**config.mk**
```make
export PLATFORM = sky130hd
export DESIGN_NAME = gdp_core
export DESIGN_NICKNAME = d
export VERILOG_FILES = /design/src/gdp_core.v /design/src/gdp_filter.v
export VERILOG_INCLUDE_DIRS = /design/src
export SDC_FILE = /design/constraint.sdc
export NUM_CORES = 1
export LEC_CHECK = 0
export ABC_AREA = 1
export BUFFER_PORTS_ARGS = -buffer_cell sky130_fd_sc_hd__buf_2
export CORE_AREA = 2 2 139 141
export DETAILED_ROUTE_END_ITERATION = 10
export DIE_AREA = 0 0 141 143
export GPL_TIMING_DRIVEN = 0
export PLACE_DENSITY_LB_ADDON = 0.25
export SLEW_MARGIN = 20
export SYNTH_ARGS = -nofsm -noshare
export SYNTH_HDL_FRONTEND = slang
export SYNTH_SLANG_ARGS = --single-unit
```
**constraint.sdc**
```tcl
create_clock -name pclk -period 1.55 [get_ports pclk]
set_input_delay 0 -clock pclk [delete_from_list [all_inputs] [get_ports pclk]]
set_output_delay 0 -clock pclk [all_outputs]
set_load 0.05 [all_outputs]
```
**src/gdp_defs.vh**
```
// constants for the gate driver protection configuration block
`ifndef GDP_DEFS_VH
`define GDP_DEFS_VH

// clock
`define GDP_CLK_NS        100
`define GDP_CEIL_CYC(t)   (((t) + `GDP_CLK_NS - 1) / `GDP_CLK_NS)

// register byte addresses
`define GDP_AW            8
`define GDP_ADDR_CFG      8'h00
`define GDP_ADDR_STAT     8'h04
`define GDP_ADDR_MASK     8'h08
`define GDP_ADDR_LIVE     8'h0C

// configuration word layout and reset value
`define GDP_CFG_RESET     32'h10228100
`define GDP_PARITY        31
`define GDP_SLEW_HI       27
`define GDP_SLEW_LO       26
`define GDP_OV_LVL        19
`define GDP_OV_EN         18
`define GDP_TW_REP        16
`define GDP_OCF_HI        13
`define GDP_OCF_LO        12
`define GDP_OC_LVL        10
`define GDP_OCR_HI        9
`define GDP_OCR_LO        8

// edge-rate and response codes
`define GDP_SLEW_125      2'h2
`define GDP_SLEW_200      2'h3
`define GDP_RSP_LATCH     2'h0
`define GDP_RSP_RETRY     2'h1

// overcurrent filter times in ns
`define GDP_OCF_T0_NS     200
`define GDP_OCF_T1_NS     600
`define GDP_OCF_T2_NS     1100
`define GDP_OCF_T3_NS     1600
`define GDP_FLT_W         5

// retry wait
`define GDP_RETRY_MS      500
`define GDP_RETRY_CYC     (`GDP_RETRY_MS * 1000000 / `GDP_CLK_NS)
`define GDP_RTY_W         23

// status / mask bits
`define GDP_ST_W          3
`define GDP_ST_OC         0
`define GDP_ST_OV         1
`define GDP_ST_TW         2

// live state bits
`define GDP_LV_W          6
`define GDP_LV_OCF        0
`define GDP_LV_RTY        1
`define GDP_LV_OVP        2
`define GDP_LV_TW         3
`define GDP_LV_SLEWOK     4
`define GDP_LV_PIN        5

// synchronised input positions
`define GDP_IN_W          5
`define GDP_IN_OC16       0
`define GDP_IN_OC24       1
`define GDP_IN_OV34       2
`define GDP_IN_OV22       3
`define GDP_IN_TW         4

`endif

```
**src/gdp_core.v**
```verilog
// gate driver protection configuration word with fault logic and apb slave
//
// The register offsets and the APB slave port were decided locally.
`timescale 1ns/10ps
`include "gdp_defs.vh"

module gdp_core #(
    parameter [`GDP_RTY_W-1:0] RETRY_CYCLES = `GDP_RETRY_CYC
) (
    input  wire                  pclk,
    input  wire                  presetn,
    input  wire                  psel,
    input  wire                  penable,
    input  wire                  pwrite,
    input  wire [`GDP_AW-1:0]    paddr,
    input  wire [31:0]           pwdata,
    output reg  [31:0]           prdata,
    output wire                  pready,
    output wire                  pslverr,
    input  wire                  oc_cmp_16a,
    input  wire                  oc_cmp_24a,
    input  wire                  motor_supply_ov_34v,
    input  wire                  motor_supply_ov_22v,
    input  wire                  thermal_warn_in,
    output reg  [1:0]            slew_rate_sel,
    output reg                   slew_rate_valid,
    output reg                   driver_outputs_off,
    output reg                   fault_flag_out_low,
    output reg                   irq
);

    // overcurrent fault states
    localparam [1:0] ST_IDLE  = 2'h0;
    localparam [1:0] ST_LATCH = 2'h1;
    localparam [1:0] ST_RETRY = 2'h2;

    // filter code to cycle count, rounded up
    function [`GDP_FLT_W-1:0] filt_limit;
        input [1:0] code;
        reg [31:0] cyc;
        begin
            case (code)
                2'h0:    cyc = `GDP_CEIL_CYC(`GDP_OCF_T0_NS);
                2'h1:    cyc = `GDP_CEIL_CYC(`GDP_OCF_T1_NS);
                2'h2:    cyc = `GDP_CEIL_CYC(`GDP_OCF_T2_NS);
                default: cyc = `GDP_CEIL_CYC(`GDP_OCF_T3_NS);
            endcase
            // counts fit the filter width; cut on purpose
            filt_limit = cyc[`GDP_FLT_W-1:0];
        end
    endfunction

    // address decode shared by read and write paths
    function addr_mapped;
        input [`GDP_AW-1:0] a;
        begin
            addr_mapped = (a == `GDP_ADDR_CFG) || (a == `GDP_ADDR_STAT) ||
                          (a == `GDP_ADDR_MASK) || (a == `GDP_ADDR_LIVE);
        end
    endfunction

    reg  [31:0]              cfg_word;
    reg  [`GDP_ST_W-1:0]     status;
    reg  [`GDP_ST_W-1:0]     mask;
    reg  [`GDP_IN_W-1:0]     sync_a;
    reg  [`GDP_IN_W-1:0]     sync_b;
    reg  [1:0]               oc_state;
    reg  [1:0]               next_oc_state;
    reg  [`GDP_RTY_W-1:0]    retry_cnt;
    reg                      ovp_prev;
    reg                      tw_prev;
    reg  [`GDP_ST_W-1:0]     next_status;
    reg  [31:0]              next_prdata;

    wire                     acc_wr;
    wire                     setup_rd;
    wire                     oc_raw;
    wire                     oc_det;
    wire                     ov_raw;
    wire                     ovp_active;
    wire                     tw_level;
    wire                     oc_fault;
    wire                     oc_event;
    wire                     ov_event;
    wire                     tw_event;
    wire                     oc_clr_wr;
    wire [`GDP_LV_W-1:0]     live;

    // zero wait states: read data is staged during the setup cycle
    assign pready   = 1'b1;
    assign pslverr  = psel & penable & ~addr_mapped(paddr);
    assign acc_wr   = psel & penable & pwrite & addr_mapped(paddr);
    assign setup_rd = psel & ~penable & ~pwrite;

    // two-stage synchronisers for the analog comparator levels
    always @(posedge pclk or negedge presetn) begin
        if (!presetn) begin
            sync_a <= {`GDP_IN_W{1'b0}};
            sync_b <= {`GDP_IN_W{1'b0}};
        end else begin
            sync_a <= {thermal_warn_in, motor_supply_ov_22v,
                       motor_supply_ov_34v, oc_cmp_24a, oc_cmp_16a};
            sync_b <= sync_a;
        end
    end

    // threshold choice is digital: both comparators always run
    assign oc_raw = cfg_word[`GDP_OC_LVL] ? sync_b[`GDP_IN_OC24]
                                          : sync_b[`GDP_IN_OC16];

    gdp_filter u_oc_filter (
        .pclk     (pclk),
        .presetn  (presetn),
        .level_in (oc_raw),
        .limit    (filt_limit(cfg_word[`GDP_OCF_HI:`GDP_OCF_LO])),
        .accepted (oc_det)
    );

    // overvoltage level select and enable
    assign ov_raw     = cfg_word[`GDP_OV_LVL] ? sync_b[`GDP_IN_OV22]
                                              : sync_b[`GDP_IN_OV34];
    assign ovp_active = cfg_word[`GDP_OV_EN] & ov_raw;
    assign tw_level   = sync_b[`GDP_IN_TW];

    // events for the sticky status bits
    assign oc_fault  = (oc_state != ST_IDLE);
    assign oc_event  = (oc_state == ST_IDLE) & oc_det;
    assign ov_event  = ovp_active & ~ovp_prev;
    assign tw_event  = tw_level & ~tw_prev;
    assign oc_clr_wr = acc_wr & (paddr == `GDP_ADDR_STAT) &
                       pwdata[`GDP_ST_OC];

    // overcurrent response: latched or timed auto retry
    always @* begin
        next_oc_state = oc_state;
        case (oc_state)
            ST_IDLE: begin
                if (oc_det) begin
                    if (cfg_word[`GDP_OCR_HI:`GDP_OCR_LO] == `GDP_RSP_RETRY)
                        next_oc_state = ST_RETRY;
                    else
                        next_oc_state = ST_LATCH;
                end
            end
            ST_LATCH: begin
                // only a software clear with the condition gone releases it
                if (oc_clr_wr && !oc_det)
                    next_oc_state = ST_IDLE;
            end
            ST_RETRY: begin
                if (retry_cnt == {`GDP_RTY_W{1'b0}})
                    next_oc_state = ST_IDLE;
            end
            default: next_oc_state = ST_IDLE;
        endcase
    end

    // fault state and retry countdown
    always @(posedge pclk or negedge presetn) begin
        if (!presetn) begin
            oc_state  <= ST_IDLE;
            retry_cnt <= {`GDP_RTY_W{1'b0}};
        end else begin
            oc_state <= next_oc_state;
            if (oc_event)
                retry_cnt <= RETRY_CYCLES - {{(`GDP_RTY_W-1){1'b0}}, 1'b1};
            else if (oc_state == ST_RETRY &&
                     retry_cnt != {`GDP_RTY_W{1'b0}})
                retry_cnt <= retry_cnt - {{(`GDP_RTY_W-1){1'b0}}, 1'b1};
        end
    end

    // sticky status: a set in the clearing cycle survives
    always @* begin
        next_status = status;
        if (acc_wr && paddr == `GDP_ADDR_STAT)
            next_status = status & ~pwdata[`GDP_ST_W-1:0];
        if (oc_event)
            next_status[`GDP_ST_OC] = 1'b1;
        if (ov_event)
            next_status[`GDP_ST_OV] = 1'b1;
        if (tw_event)
            next_status[`GDP_ST_TW] = 1'b1;
    end

    // configuration, mask and status registers
    always @(posedge pclk or negedge presetn) begin
        if (!presetn) begin
            cfg_word <= `GDP_CFG_RESET;
            mask     <= {`GDP_ST_W{1'b0}};
            status   <= {`GDP_ST_W{1'b0}};
            ovp_prev <= 1'b0;
            tw_prev  <= 1'b0;
        end else begin
            if (acc_wr && paddr == `GDP_ADDR_CFG)
                cfg_word <= pwdata; // all bits stored as written
            if (acc_wr && paddr == `GDP_ADDR_MASK)
                mask <= pwdata[`GDP_ST_W-1:0];
            status   <= next_status;
            ovp_prev <= ovp_active;
            tw_prev  <= tw_level;
        end
    end

    // live state view for software
    assign live = {fault_flag_out_low, slew_rate_valid, tw_level,
                   ovp_active, (oc_state == ST_RETRY), oc_fault};

    // read mux, staged in the setup cycle
    always @* begin
        next_prdata = 32'h00000000;
        case (paddr)
            `GDP_ADDR_CFG:  next_prdata = cfg_word;
            `GDP_ADDR_STAT: next_prdata[`GDP_ST_W-1:0] = status;
            `GDP_ADDR_MASK: next_prdata[`GDP_ST_W-1:0] = mask;
            `GDP_ADDR_LIVE: next_prdata[`GDP_LV_W-1:0] = live;
            default:        next_prdata = 32'h00000000;
        endcase
    end

    always @(posedge pclk or negedge presetn) begin
        if (!presetn)
            prdata <= 32'h00000000;
        else if (setup_rd)
            prdata <= next_prdata;
    end

    // pin and driver outputs from flops
    always @(posedge pclk or negedge presetn) begin
        if (!presetn) begin
            slew_rate_sel      <= 2'h0;
            slew_rate_valid    <= 1'b0;
            driver_outputs_off <= 1'b0;
            fault_flag_out_low <= 1'b1;
            irq                <= 1'b0;
        end else begin
            slew_rate_sel   <= cfg_word[`GDP_SLEW_HI:`GDP_SLEW_LO];
            // codes below 2h carry no valid edge rate
            slew_rate_valid <=
                (cfg_word[`GDP_SLEW_HI:`GDP_SLEW_LO] == `GDP_SLEW_125) ||
                (cfg_word[`GDP_SLEW_HI:`GDP_SLEW_LO] == `GDP_SLEW_200);
            driver_outputs_off <= (next_oc_state != ST_IDLE) | ovp_active;
            fault_flag_out_low <= ~((next_oc_state != ST_IDLE) | ovp_active |
                                  (cfg_word[`GDP_TW_REP] & tw_level));
            irq <= |(next_status & mask);
        end
    end

endmodule // gdp_core

```
**src/gdp_filter.v**
```verilog
// persistence filter: accepts a level after a programmed run of cycles
`timescale 1ns/10ps
`include "gdp_defs.vh"

module gdp_filter (
    input  wire                  pclk,
    input  wire                  presetn,
    input  wire                  level_in,
    input  wire [`GDP_FLT_W-1:0] limit,
    output reg                   accepted
);

    reg  [`GDP_FLT_W-1:0] run_cnt;
    wire [`GDP_FLT_W:0]   run_inc;

    assign run_inc = {1'b0, run_cnt} + {{`GDP_FLT_W{1'b0}}, 1'b1};

    // count consecutive high samples, saturating; any low sample restarts
    always @(posedge pclk or negedge presetn) begin
        if (!presetn) begin
            run_cnt  <= {`GDP_FLT_W{1'b0}};
            accepted <= 1'b0;
        end else if (!level_in) begin
            run_cnt  <= {`GDP_FLT_W{1'b0}};
            accepted <= 1'b0;
        end else begin
            if (!run_inc[`GDP_FLT_W])
                run_cnt <= run_inc[`GDP_FLT_W-1:0];
            accepted <= (run_inc >= {1'b0, limit});
        end
    end

endmodule // gdp_filter

```
* After elaboration in Yosys (flattened, before gate mapping) *
Index checks and enable logic that the tools add are counted.

word-level totals
  bits of input ports = 50
  flip-flop bits (word level) = 119
  logic and storage cells = 94
  output and inout port bits = 40

operators by class
  $add $sub $neg = 2
  muxes and demuxes = 20
  eq/ne operators = 11
  bitwise logic cells = 24
  reduce and logical (&&, ||, !) cells = 19
  $lt $le $gt $ge = 1

operators with widths
  operator                                                               number
  23-bit two-way mux                                                     2
  26-bit two-way mux                                                     1
  23-bit zero test                                                       1
  23-bit nonzero test                                                    1
  23-bit by 1-bit subtractor with 23-bit output (second input constant)  1
  8-bit by 4-bit == test with 1-bit output (second input constant)       2
  5-bit case mux with 3 select lines                                     1
  1-bit AND                                                              13
  3-bit case mux with 4 select lines                                     1
  5-bit two-way mux                                                      2
  2-bit == test (second input constant)                                  4
  8-bit by 3-bit == test with 1-bit output (second input constant)       1
  8-bit zero test                                                        1
  2-bit two-way mux                                                      4
  5-bit by 1-bit adder with 6-bit output (second input constant)         1
  3-bit AND                                                              2
  2-bit by 1-bit == test with 1-bit output (second input constant)       3
  6-bit by 5-bit >= comparator with 1-bit output                         1
  1-bit two-way mux                                                      6
  1-bit NOT                                                              6
  2-bit case mux with 3 select lines                                     1
  3-bit case mux with 2 select lines                                     1
  2-bit nonzero test                                                     3
  1-bit logical AND                                                      5
  other kinds (8)                                                        13

* Longest topological paths before layout *
Gate-level depths: netlist of run 1.

  depth in word-level cells = 14
  mapped depth = 11

* Hierarchy *
Synthesis of run 1 repeated with hierarchy kept, for this count alone.

second synthesis, totals
  cell total of the unflattened synthesis = 622
  area total of the unflattened synthesis = 5534.1 sq um

modules (own cells, without submodules)
  module      cells each  area each (sq um)  seq. area each (sq um)  times used
  gdp_core    570         5131.2             2835.2                  1
  gdp_filter  52          402.9              150.1                   1

* Worst setup path after synthesis of run 1 *
Ideal clock, no wire load.

  path type = register to register
  start point = register u_oc_filter.run_cnt[0]
  end point = register u_oc_filter.accepted
  cell stages (with the launch flop) = 12
  period minus slack after synthesis = 1644 ps
  library setup time = 63 ps
  arrival = 1581 ps
  path slack = -94 ps
  path through = dfrtp_1 > ha_1 > nand3_1 > xor2_1 > inv_1 > ha_1 > inv_1 > nor2_1 > nand3b_1 > nand4_1 > nand2_1 > inv_1

between the ends
  cells in the longest elaborated chain, start to end = 3

ends and longest elaborated chain
  what                                            line             text
  start: declaration                              gdp_filter.v:13  reg [`GDP_FLT_W-1:0] run_cnt;
  start signal: assignment                        gdp_filter.v:21  run_cnt <= {`GDP_FLT_W{1'b0}};
  start signal: assignment                        gdp_filter.v:24  run_cnt <= {`GDP_FLT_W{1'b0}};
  start signal: assignment                        gdp_filter.v:28  run_cnt <= run_inc[`GDP_FLT_W-1:0];
  5-bit by 1-bit adder with 6-bit output          gdp_filter.v:16  assign run_inc = {1'b0, run_cnt} + {{`GDP_FLT_W{1'b0}}, 1'b1};
  6-bit by 5-bit >= comparator with 1-bit output  gdp_filter.v:29  accepted <= (run_inc >= {1'b0, limit});
  1-bit two-way mux                               gdp_filter.v:23  end else if (!level_in) begin
  end signal: assignment                          gdp_filter.v:29
  end: declaration                                gdp_filter.v:10  output reg accepted

Every way passes these cells.
A chain may end at the register's enable or synchronous reset.

* Worst setup path after layout of run 1 *
Same ends and word-level chain as after synthesis.

==> reports/results.ini, run 1 <==
[timing]
worst_pin_slew_ns = 0.559
finalSetupViolations = 14
maxSlewViolCount = 0
worst_clock_skew_ns = 0.00978
period_share = 1.08
hold_ws_ns = 0.0277
worst_slack_ns = -0.122
max_freq_mhz = 598
rsz0062_at_grt = yes
slew_headroom = 0.625
finalHoldViolCount = 0
post-route-min-period_ns = 1.67

[synth]
synth_adder_area_share = 0.0160
synth_compound_area_frac = 0.117
yosysMostFrequentCell = nand2_1
synth_edf_count = 0
yosys_most_used_dff = dfrtp_1
ys_types = 35
synth_top_area_cell = dfrtp_1
netlist_top_cells_count = 143 x nand2_1, 113 x dfrtp_1, 88 x nor2_1
yosys_warnings = 0
synth-simple-area-share = 0.227
syn_nets = 686
synthMuxAreaShare = 0
syn_inst = 629
async_flop_share = 1.00
synth-seq-area-share = 0.545
ys_seq_elements = 119
synth-xor-area-share = 0.0224
netlist.area_leader.share = 0.516
yosys-top-cells-area = dfrtp_1 52%, nand2_1 9.8%, nor2_1 6.0%, inv_1 4.8%, o31ai_1 3.8%
synth_top_family_by_area = simple AND/OR/NAND/NOR gates
syn_area_um2 = 5480
syn_area_per_cell_um2 = 8.71

[final_layout]
diodes = 0
final-instance-count-excl-fill = 1062
stdcell_area_um2 = 7920
nFillCells = 1821
fin_nets = 872
drive_gt1_frac = 0.336
area_delta_synth_final_pct = 44.5

[hold_path]
min_to = prdata[5]
holdPathStages = 5
hold_path_class = in2reg
min_from = paddr[3]

[routing]
drt_iter0_markers = 260
via_per_inst = 4.61
dr.pass1.iters = 4
vias = 4893
drc = 0
antenna_left = 0
routed_wl_um = 15100
wl_per_cell_um = 14.2

[placed_design]
pre_cts_ws_ns = -0.248
routabilityCongestion = 0.828
place_hpwl_um = 9770
port_buffers = 88
placed_cells = 952
place_area_um2 = 6270

[die]
die_w_um = 141
coreArea_um2 = 18600
ioPinCount = 90
placementRows = 50
dieArea_um2 = 20200
die_y_um = 143
start_util = 0.295

[pwr]
peakVddDrop_uv = 788
leakage_nw = 4.11
power_mw = 7.69
power.density_nw_per_um2 = 972

[clock_network]
clock_latency_ns = 0.43
cts_buffer_depth = 2
clk_pin_slew_worst_paths_ns = 0.06
cts_buffers = 17
cts_tree = built
cts-root-buf = clkbuf_16
htree_num_levels = 4
clock-sinks = 119

[setup_path]
critPathCaptureType = flip-flop
crit_type = reg2reg
start_kind = flip-flop
rr_worst_depth = 11
rrSetupSlack_ns = -0.12
r2r_start = u_oc_filter.run_cnt[0]
critPathRequiredTime_ns = 1.87
critPathMaxFanout = 3
worst_ep_arrival_time_ns = 1.99
regToRegEndpoint = u_oc_filter.accepted

[global_routing]
grt_pass1_vias = 4878
overflow = 0
antenna_found_initial = 0
track_usage = 0.154
grt_max_degree = 80
grt_pass1_wl_um = 24300

[run]
max_cap_violations = 0

[run_status]
violations = negative setup slack
outcome = complete, but fails checks

-- stage by stage --
stage	setup TNS [ns]	utilization
after floorplan	-0.00882	-
after global placement	-135.75	0.336
after detailed placement	-4.90	0.337
after CTS	-0.144	0.411
after global routing	-1.96	0.426
final	-0.305	0.426
-- layout make-up --
cell class / count / area (µm²) / share of cell area
clock buffers: 17 / 425 / 0.0537
well taps: 234 / 293 / 0.0370
clock inverters: 15 / 154 / 0.0194
repair inverters: 1 / 16.3 / 0.00206
flip-flops and latches: 119 / 2990 / 0.378
multi-input cells: 416 / 2390 / 0.303
repair buffers: 167 / 1220 / 0.155
inverters: 73 / 294 / 0.0371
plain buffers: 20 / 123 / 0.0155
-- where the power goes --
part	switching, mW	internal, mW	leakage [nW]
clock	1.77	2.15	0.281
combinational	0.343	0.239	2.40
sequential	0.0277	3.16	1.43
-- critical path, stage by stage, from the launching register on --
cell	delay [ns]
dfrtp_1	0.39
ha_2	0.19
nand3_2	0.08
xor2_2	0.17
inv_1	0.07
ha_1	0.26
inv_1	0.06
nor2_2	0.05
nand3b_1	0.10
nand4_1	0.08
nand2_1	0.08
inv_1	0.04
-- state kept, by name, indices dropped and copies added, names as in the netlist, 3 cells and up --
| register | count |
|---|---|
| cfg_word | 32 |
| sync_b | 5 |
| retry_cnt | 23 |
| prdata | 32 |
| u_oc_filter.run_cnt | 5 |
| mask | 3 |
| status | 3 |
| sync_a | 5 |
-- how the worst max path moves through the flow --
stage / startpoint / endpoint / slack [ns] / depth (start not counted)
floorplan: u_oc_filter.run_cnt[0] / u_oc_filter.accepted / -0.009 / 11
global placement: presetn / cfg_word[29] / -1.15 / 1
detailed placement: retry_cnt[0] / retry_cnt[19] / -0.25 / 10
CTS: u_oc_filter.run_cnt[0] / u_oc_filter.accepted / -0.14 / 11
global route: u_oc_filter.run_cnt[0] / u_oc_filter.accepted / -0.30 / 11
finish: u_oc_filter.run_cnt[0] / u_oc_filter.accepted / -0.12 / 11
-- repair_timing --
action                                 in CTS  in global routing
setup endpoints to repair                  27                 29
endpoints found under the hold margin     160                  0
hold buffers                               39                  0
cloned                                      2                  1
pin swaps                                  11                 29
gates resized for setup                    37                 66
setup buffers                              29                  9
-- placed cells by master, fill, tap and decap left out, types with 4 or more instances in the layout --
cell           instances
nand2_1              116
dfrtp_1              109
buf_2                 96
nor2_1                67
inv_1                 66
dlygate4sd3_1         39
buf_4                 34
a21oi_1               32
o31ai_1               26
nand2_2               22
o21ai_0               20
nand3_1               20
nor2_2                17
clkbuf_16             17
nand4_1               16
o21ai_2               14
nor2_4                10
nand2_4                9
xor2_1                 9
inv_8                  8
clkbuf_1               6
dfstp_2                6
inv_2                  5
ha_1                   5
buf_6                  5
xnor2_1                4
dfrtp_2                4
-- cell families after synthesis --
group,count (synthesis)
and+or+nand+nor,292
buffers and inverters,94
AOI/OAI and AO/OA,102
adders and majority gates,7
DFF,119
xor gates and xnor gates,14
other,1
-- layer usage --
| layer | GRT usage | routed length, µm | vias up |
|---|---|---|---|
| li1 | - | - | 2408 |
| met1 | 0.198 | 6870 | 2353 |
| met2 | 0.253 | 7210 | 109 |
| met3 | 0.0453 | 763 | 23 |
| met4 | 0.0442 | 225 | 0 |
| met5 | 0 | 0 | - |
Power figures use the tool's default switching activity.
==> run 2: changes to the inputs <==
--- a/config.mk
+++ b/config.mk
@@ -6,11 +6,10 @@
 export SDC_FILE = /design/constraint.sdc
 export NUM_CORES = 1
 export LEC_CHECK = 0
-export ABC_AREA = 1
 export BUFFER_PORTS_ARGS = -buffer_cell sky130_fd_sc_hd__buf_2
-export CORE_AREA = 2 2 139 141
+export CORE_AREA = 2 2 134 136
 export DETAILED_ROUTE_END_ITERATION = 10
-export DIE_AREA = 0 0 141 143
+export DIE_AREA = 0 0 136 138
 export GPL_TIMING_DRIVEN = 0
 export PLACE_DENSITY_LB_ADDON = 0.25
 export SLEW_MARGIN = 20
==> run 2 against run 1 <==
Effect of this change:
- sequential power increased by 8.8%
- critical path depth shrank 5
- worst hold slack better by 0.018 ns
- maximum frequency down 17%
- sequential share of layout area up 2.7 points
- first-iteration DRC count is 25% lower
- non-clock buffer count down 6
- the flow still finishes with violations (negative setup slack)
- synthesized cell count is 27% lower
- clock skew down 0.0011 ns
- critical endpoint is now fault_flag_out_low
- via count down 16%
- power increased by 7.8%
- area after synthesis fell by 7.0%
==> reports/results.ini, run 2 <==
[run_status]
outcome = complete, but fails checks  ; unchanged
violations = negative setup slack  ; unchanged

[setup_path]
crit_type = reg2reg  ; unchanged
critPathCaptureType = flip-flop  ; unchanged
critPathRequiredTime_ns = 1.90  ; was 1.87 ns
critPathMaxFanout = 3  ; unchanged
start_kind = flip-flop  ; unchanged
worst_ep_arrival_time_ns = 2.37  ; was 1.99 ns

[run]
max_cap_violations = 0  ; unchanged

[global_routing]
grt_max_degree = 83  ; was 80
antenna_found_initial = 0  ; unchanged
grt_pass1_wl_um = 21600  ; was 24,300 µm
overflow = 0  ; unchanged
grt_pass1_vias = 4232  ; was 4,878
track_usage = 0.147  ; was 0.154

[pwr]
p_switching_mw = 2.16  ; was 2.14 mW
switching_share = 0.261  ; was 0.278
leakage_nw = 3.55  ; was 4.11 nW
power_mw = 8.29  ; was 7.69 mW
cellInternalPower_mw = 6.13  ; was 5.55 mW
p_comb_frac = 0.110  ; was 0.076
power.density_nw_per_um2 = 1120  ; was 972 nW/µm²
peakVddDrop_uv = 779  ; was 788 µV
p_clk_frac = 0.472  ; was 0.509
power_frac_seq = 0.419  ; was 0.415

[synth]
syn_area_per_cell_um2 = 11.2  ; was 8.71 µm²
syn_inst = 457  ; was 629
syn_nets = 514  ; was 686
yosys_most_used_dff = dfrtp_1  ; unchanged
yosysMostFrequentCell = dfrtp_1  ; was nand2_1
async_flop_share = 1.00  ; unchanged
ys_types = 50  ; was 35
ys_seq_elements = 119  ; unchanged
netlist.area_leader.share = 0.555  ; was 0.516
synth-seq-area-share = 0.586  ; was 0.545
synth_edf_count = 0  ; unchanged
yosys_warnings = 0  ; unchanged
synth_top_area_cell = dfrtp_1  ; unchanged
netlist_top_cells_count = 113 x dfrtp_1, 77 x nand2_1, 37 x nand3_1  ; was 143 x nand2_1, 113 x dfrtp_1, 88 x nor2_1
syn_area_um2 = 5100  ; was 5480 µm²
yosys-top-cells-area = dfrtp_1 55%, mux2_2 8.0%, nand2_1 5.7%, nand3_1 3.6%, dfstp_2 3.1%  ; was dfrtp_1 52%, nand2_1 9.8%, nor2_1 6.0%, inv_1 4.8%, o31ai_1 3.8%

[die]
die_y_um = 138  ; was 143 µm
placementRows = 49  ; was 50
die_w_um = 136  ; was 141 µm
coreArea_um2 = 17500  ; was 18,600 µm²
start_util = 0.291  ; was 0.295
dieArea_um2 = 18800  ; was 20,200 µm²
ioPinCount = 90  ; unchanged

[routing]
drc = 0  ; unchanged
drt_iter0_markers = 196  ; was 260
vias = 4114  ; was 4,893
dr.pass1.iters = 4  ; unchanged
routed_wl_um = 13100  ; was 15,100 µm
wl_per_cell_um = 14.9  ; was 14.2 µm
via_per_inst = 4.69  ; was 4.61
antenna_left = 0  ; unchanged

[timing]
worst_slack_ns = -0.469  ; was -0.122 ns
slew_headroom = 0.560  ; was 0.625
finalSetupViolations = 27  ; was 14
period_share = 1.30  ; was 1.08
hold_ws_ns = 0.0457  ; was 0.0277 ns
max_freq_mhz = 495  ; was 598 MHz
post-route-min-period_ns = 2.02  ; was 1.67 ns
maxSlewViolCount = 0  ; unchanged
rsz0062_at_grt = yes  ; unchanged
setup_total_negative_slack_ns = -8.66  ; was -0.305 ns
worst_clock_skew_ns = 0.00870  ; was 0.00978 ns
worst_pin_slew_ns = 0.660  ; was 0.559 ns
finalHoldViolCount = 0  ; unchanged

[placed_design]
port_buffers = 87  ; was 88
place_hpwl_um = 8780  ; was 9770 µm
routabilityCongestion = 0.828  ; unchanged
placed_cells = 774  ; was 952

[clock_network]
clk_pin_slew_worst_paths_ns = 0.06  ; about the same
cts-root-buf = clkbuf_16  ; unchanged
htree_num_levels = 4  ; unchanged
clock_latency_ns = 0.42  ; was 0.43 ns
cts_tree = built  ; unchanged
cts_buffer_depth = 2  ; unchanged
clock-sinks = 119  ; unchanged
cts_buffers = 17  ; unchanged

[final_layout]
final_cell_mix = 110 x dfrtp_1, 86 x buf_2, 73 x nand2_1  ; was 116 x nand2_1, 109 x dfrtp_1, 96 x buf_2
final_common_cell = dfrtp_1  ; was nand2_1
area_delta_synth_final_pct = 45.0  ; was 44.5%
diodes = 0  ; unchanged
final-instance-count-excl-fill = 877  ; was 1,062
drive_gt1_frac = 0.398  ; was 0.336
fin_nets = 692  ; was 872
largest_registers = cfg_word: 32 flops, prdata: 32 flops, retry_cnt: 23 flops  ; unchanged

[hold_path]
hold_path_class = in2async  ; was in2reg

[run 2: worst max-delay path: stages, from the launching register on]
cell and delay, ns:
dfrtp_2 0.42, nor4_4 0.34, nand3_2 0.17, o31a_1 0.34
buf_6 0.12, or4_4 0.44, a21oi_2 0.12
[run 2: metal layers]
| layer | global-route usage | part of all wire | up-vias |
|---|---|---|---|
| met3 | 0.0414 | 0.043 | 20 |
| met5 | 0 | 0 | - |
| met1 | 0.185 | 0.43 | 2037 |
| met4 | 0.0532 | 0.019 | 0 |
| li1 | - | - | 1969 |
| met2 | 0.240 | 0.51 | 88 |
[run 2: logic make-up after synthesis]
group / synth area share
mux: 0.100
fa+ha+maj: 0.0172
compound gates: 0.0646
xor+xnor: 0.0103
flops: 0.586
simple gates: 0.193
buf+inv: 0.0277
other cells: 0.000736
[run 2: cell type report]
class / count / area [µm²]
Fill cell: 1730 / 10100
Sequential cell: 119 / 2990
Multi-Input combinational cell: 305 / 2230
Timing Repair Buffer: 160 / 1120
Clock buffer: 17 / 425
Tap cell: 229 / 287
Clock inverter: 15 / 168
Buffer: 21 / 123
Inverter: 11 / 43.8
[run 2: repair_timing]
item | 4_1_cts | 5_1_grt
hold endpoints to repair | 157 | 0
resized for setup | 54 | 17
setup endpoints to repair | 69 | 72
buffers inserted | 26 | 9
gates cloned | 0 | 0
hold buffers | 38 | 0
pin swaps | 19 | 16
[run 2: path summary, 6_finish.rpt]
| kind | startpoint | end | slack (ns) | cells after the start |
|---|---|---|---|---|
| max | retry_cnt[15] | fault_flag_out_low | -0.47 | 6 |
| min | presetn | retry_cnt[20] | 0.05 | 2 |
| max in group asynchronous | presetn | cfg_word[21] | 0.76 | 3 |
| max reg2reg | retry_cnt[15] | fault_flag_out_low | -0.47 | 6 |
| min reg2reg | sync_a[2] | sync_b[2] | 0.35 | 0 |
| min in group pclk | paddr[4] | prdata[2] | 0.08 | 6 |
[run 2: per-stage QoR]
stage / worst slack [ns] / utilization / cell area (µm²)
CTS: -0.436 / 0.414 / 7260
floorplan: -0.400 / - / 5110
global route: -0.544 / 0.421 / 7390
finish: -0.469 / 0.421 / 7390
global placement: -0.984 / 0.333 / 5840
detailed placement: -0.916 / 0.335 / 5870
[run 2: power by group through the flow]
stage	clock network, mW	registers, mW	logic [mW]
after CTS	3.99	3.46	0.833
after floorplan	0	3.47	0.370
after global routing	4.14	3.49	0.998
final	3.91	3.47	0.908
after detailed placement	0	3.50	0.599
after global placement	0	3.49	0.572
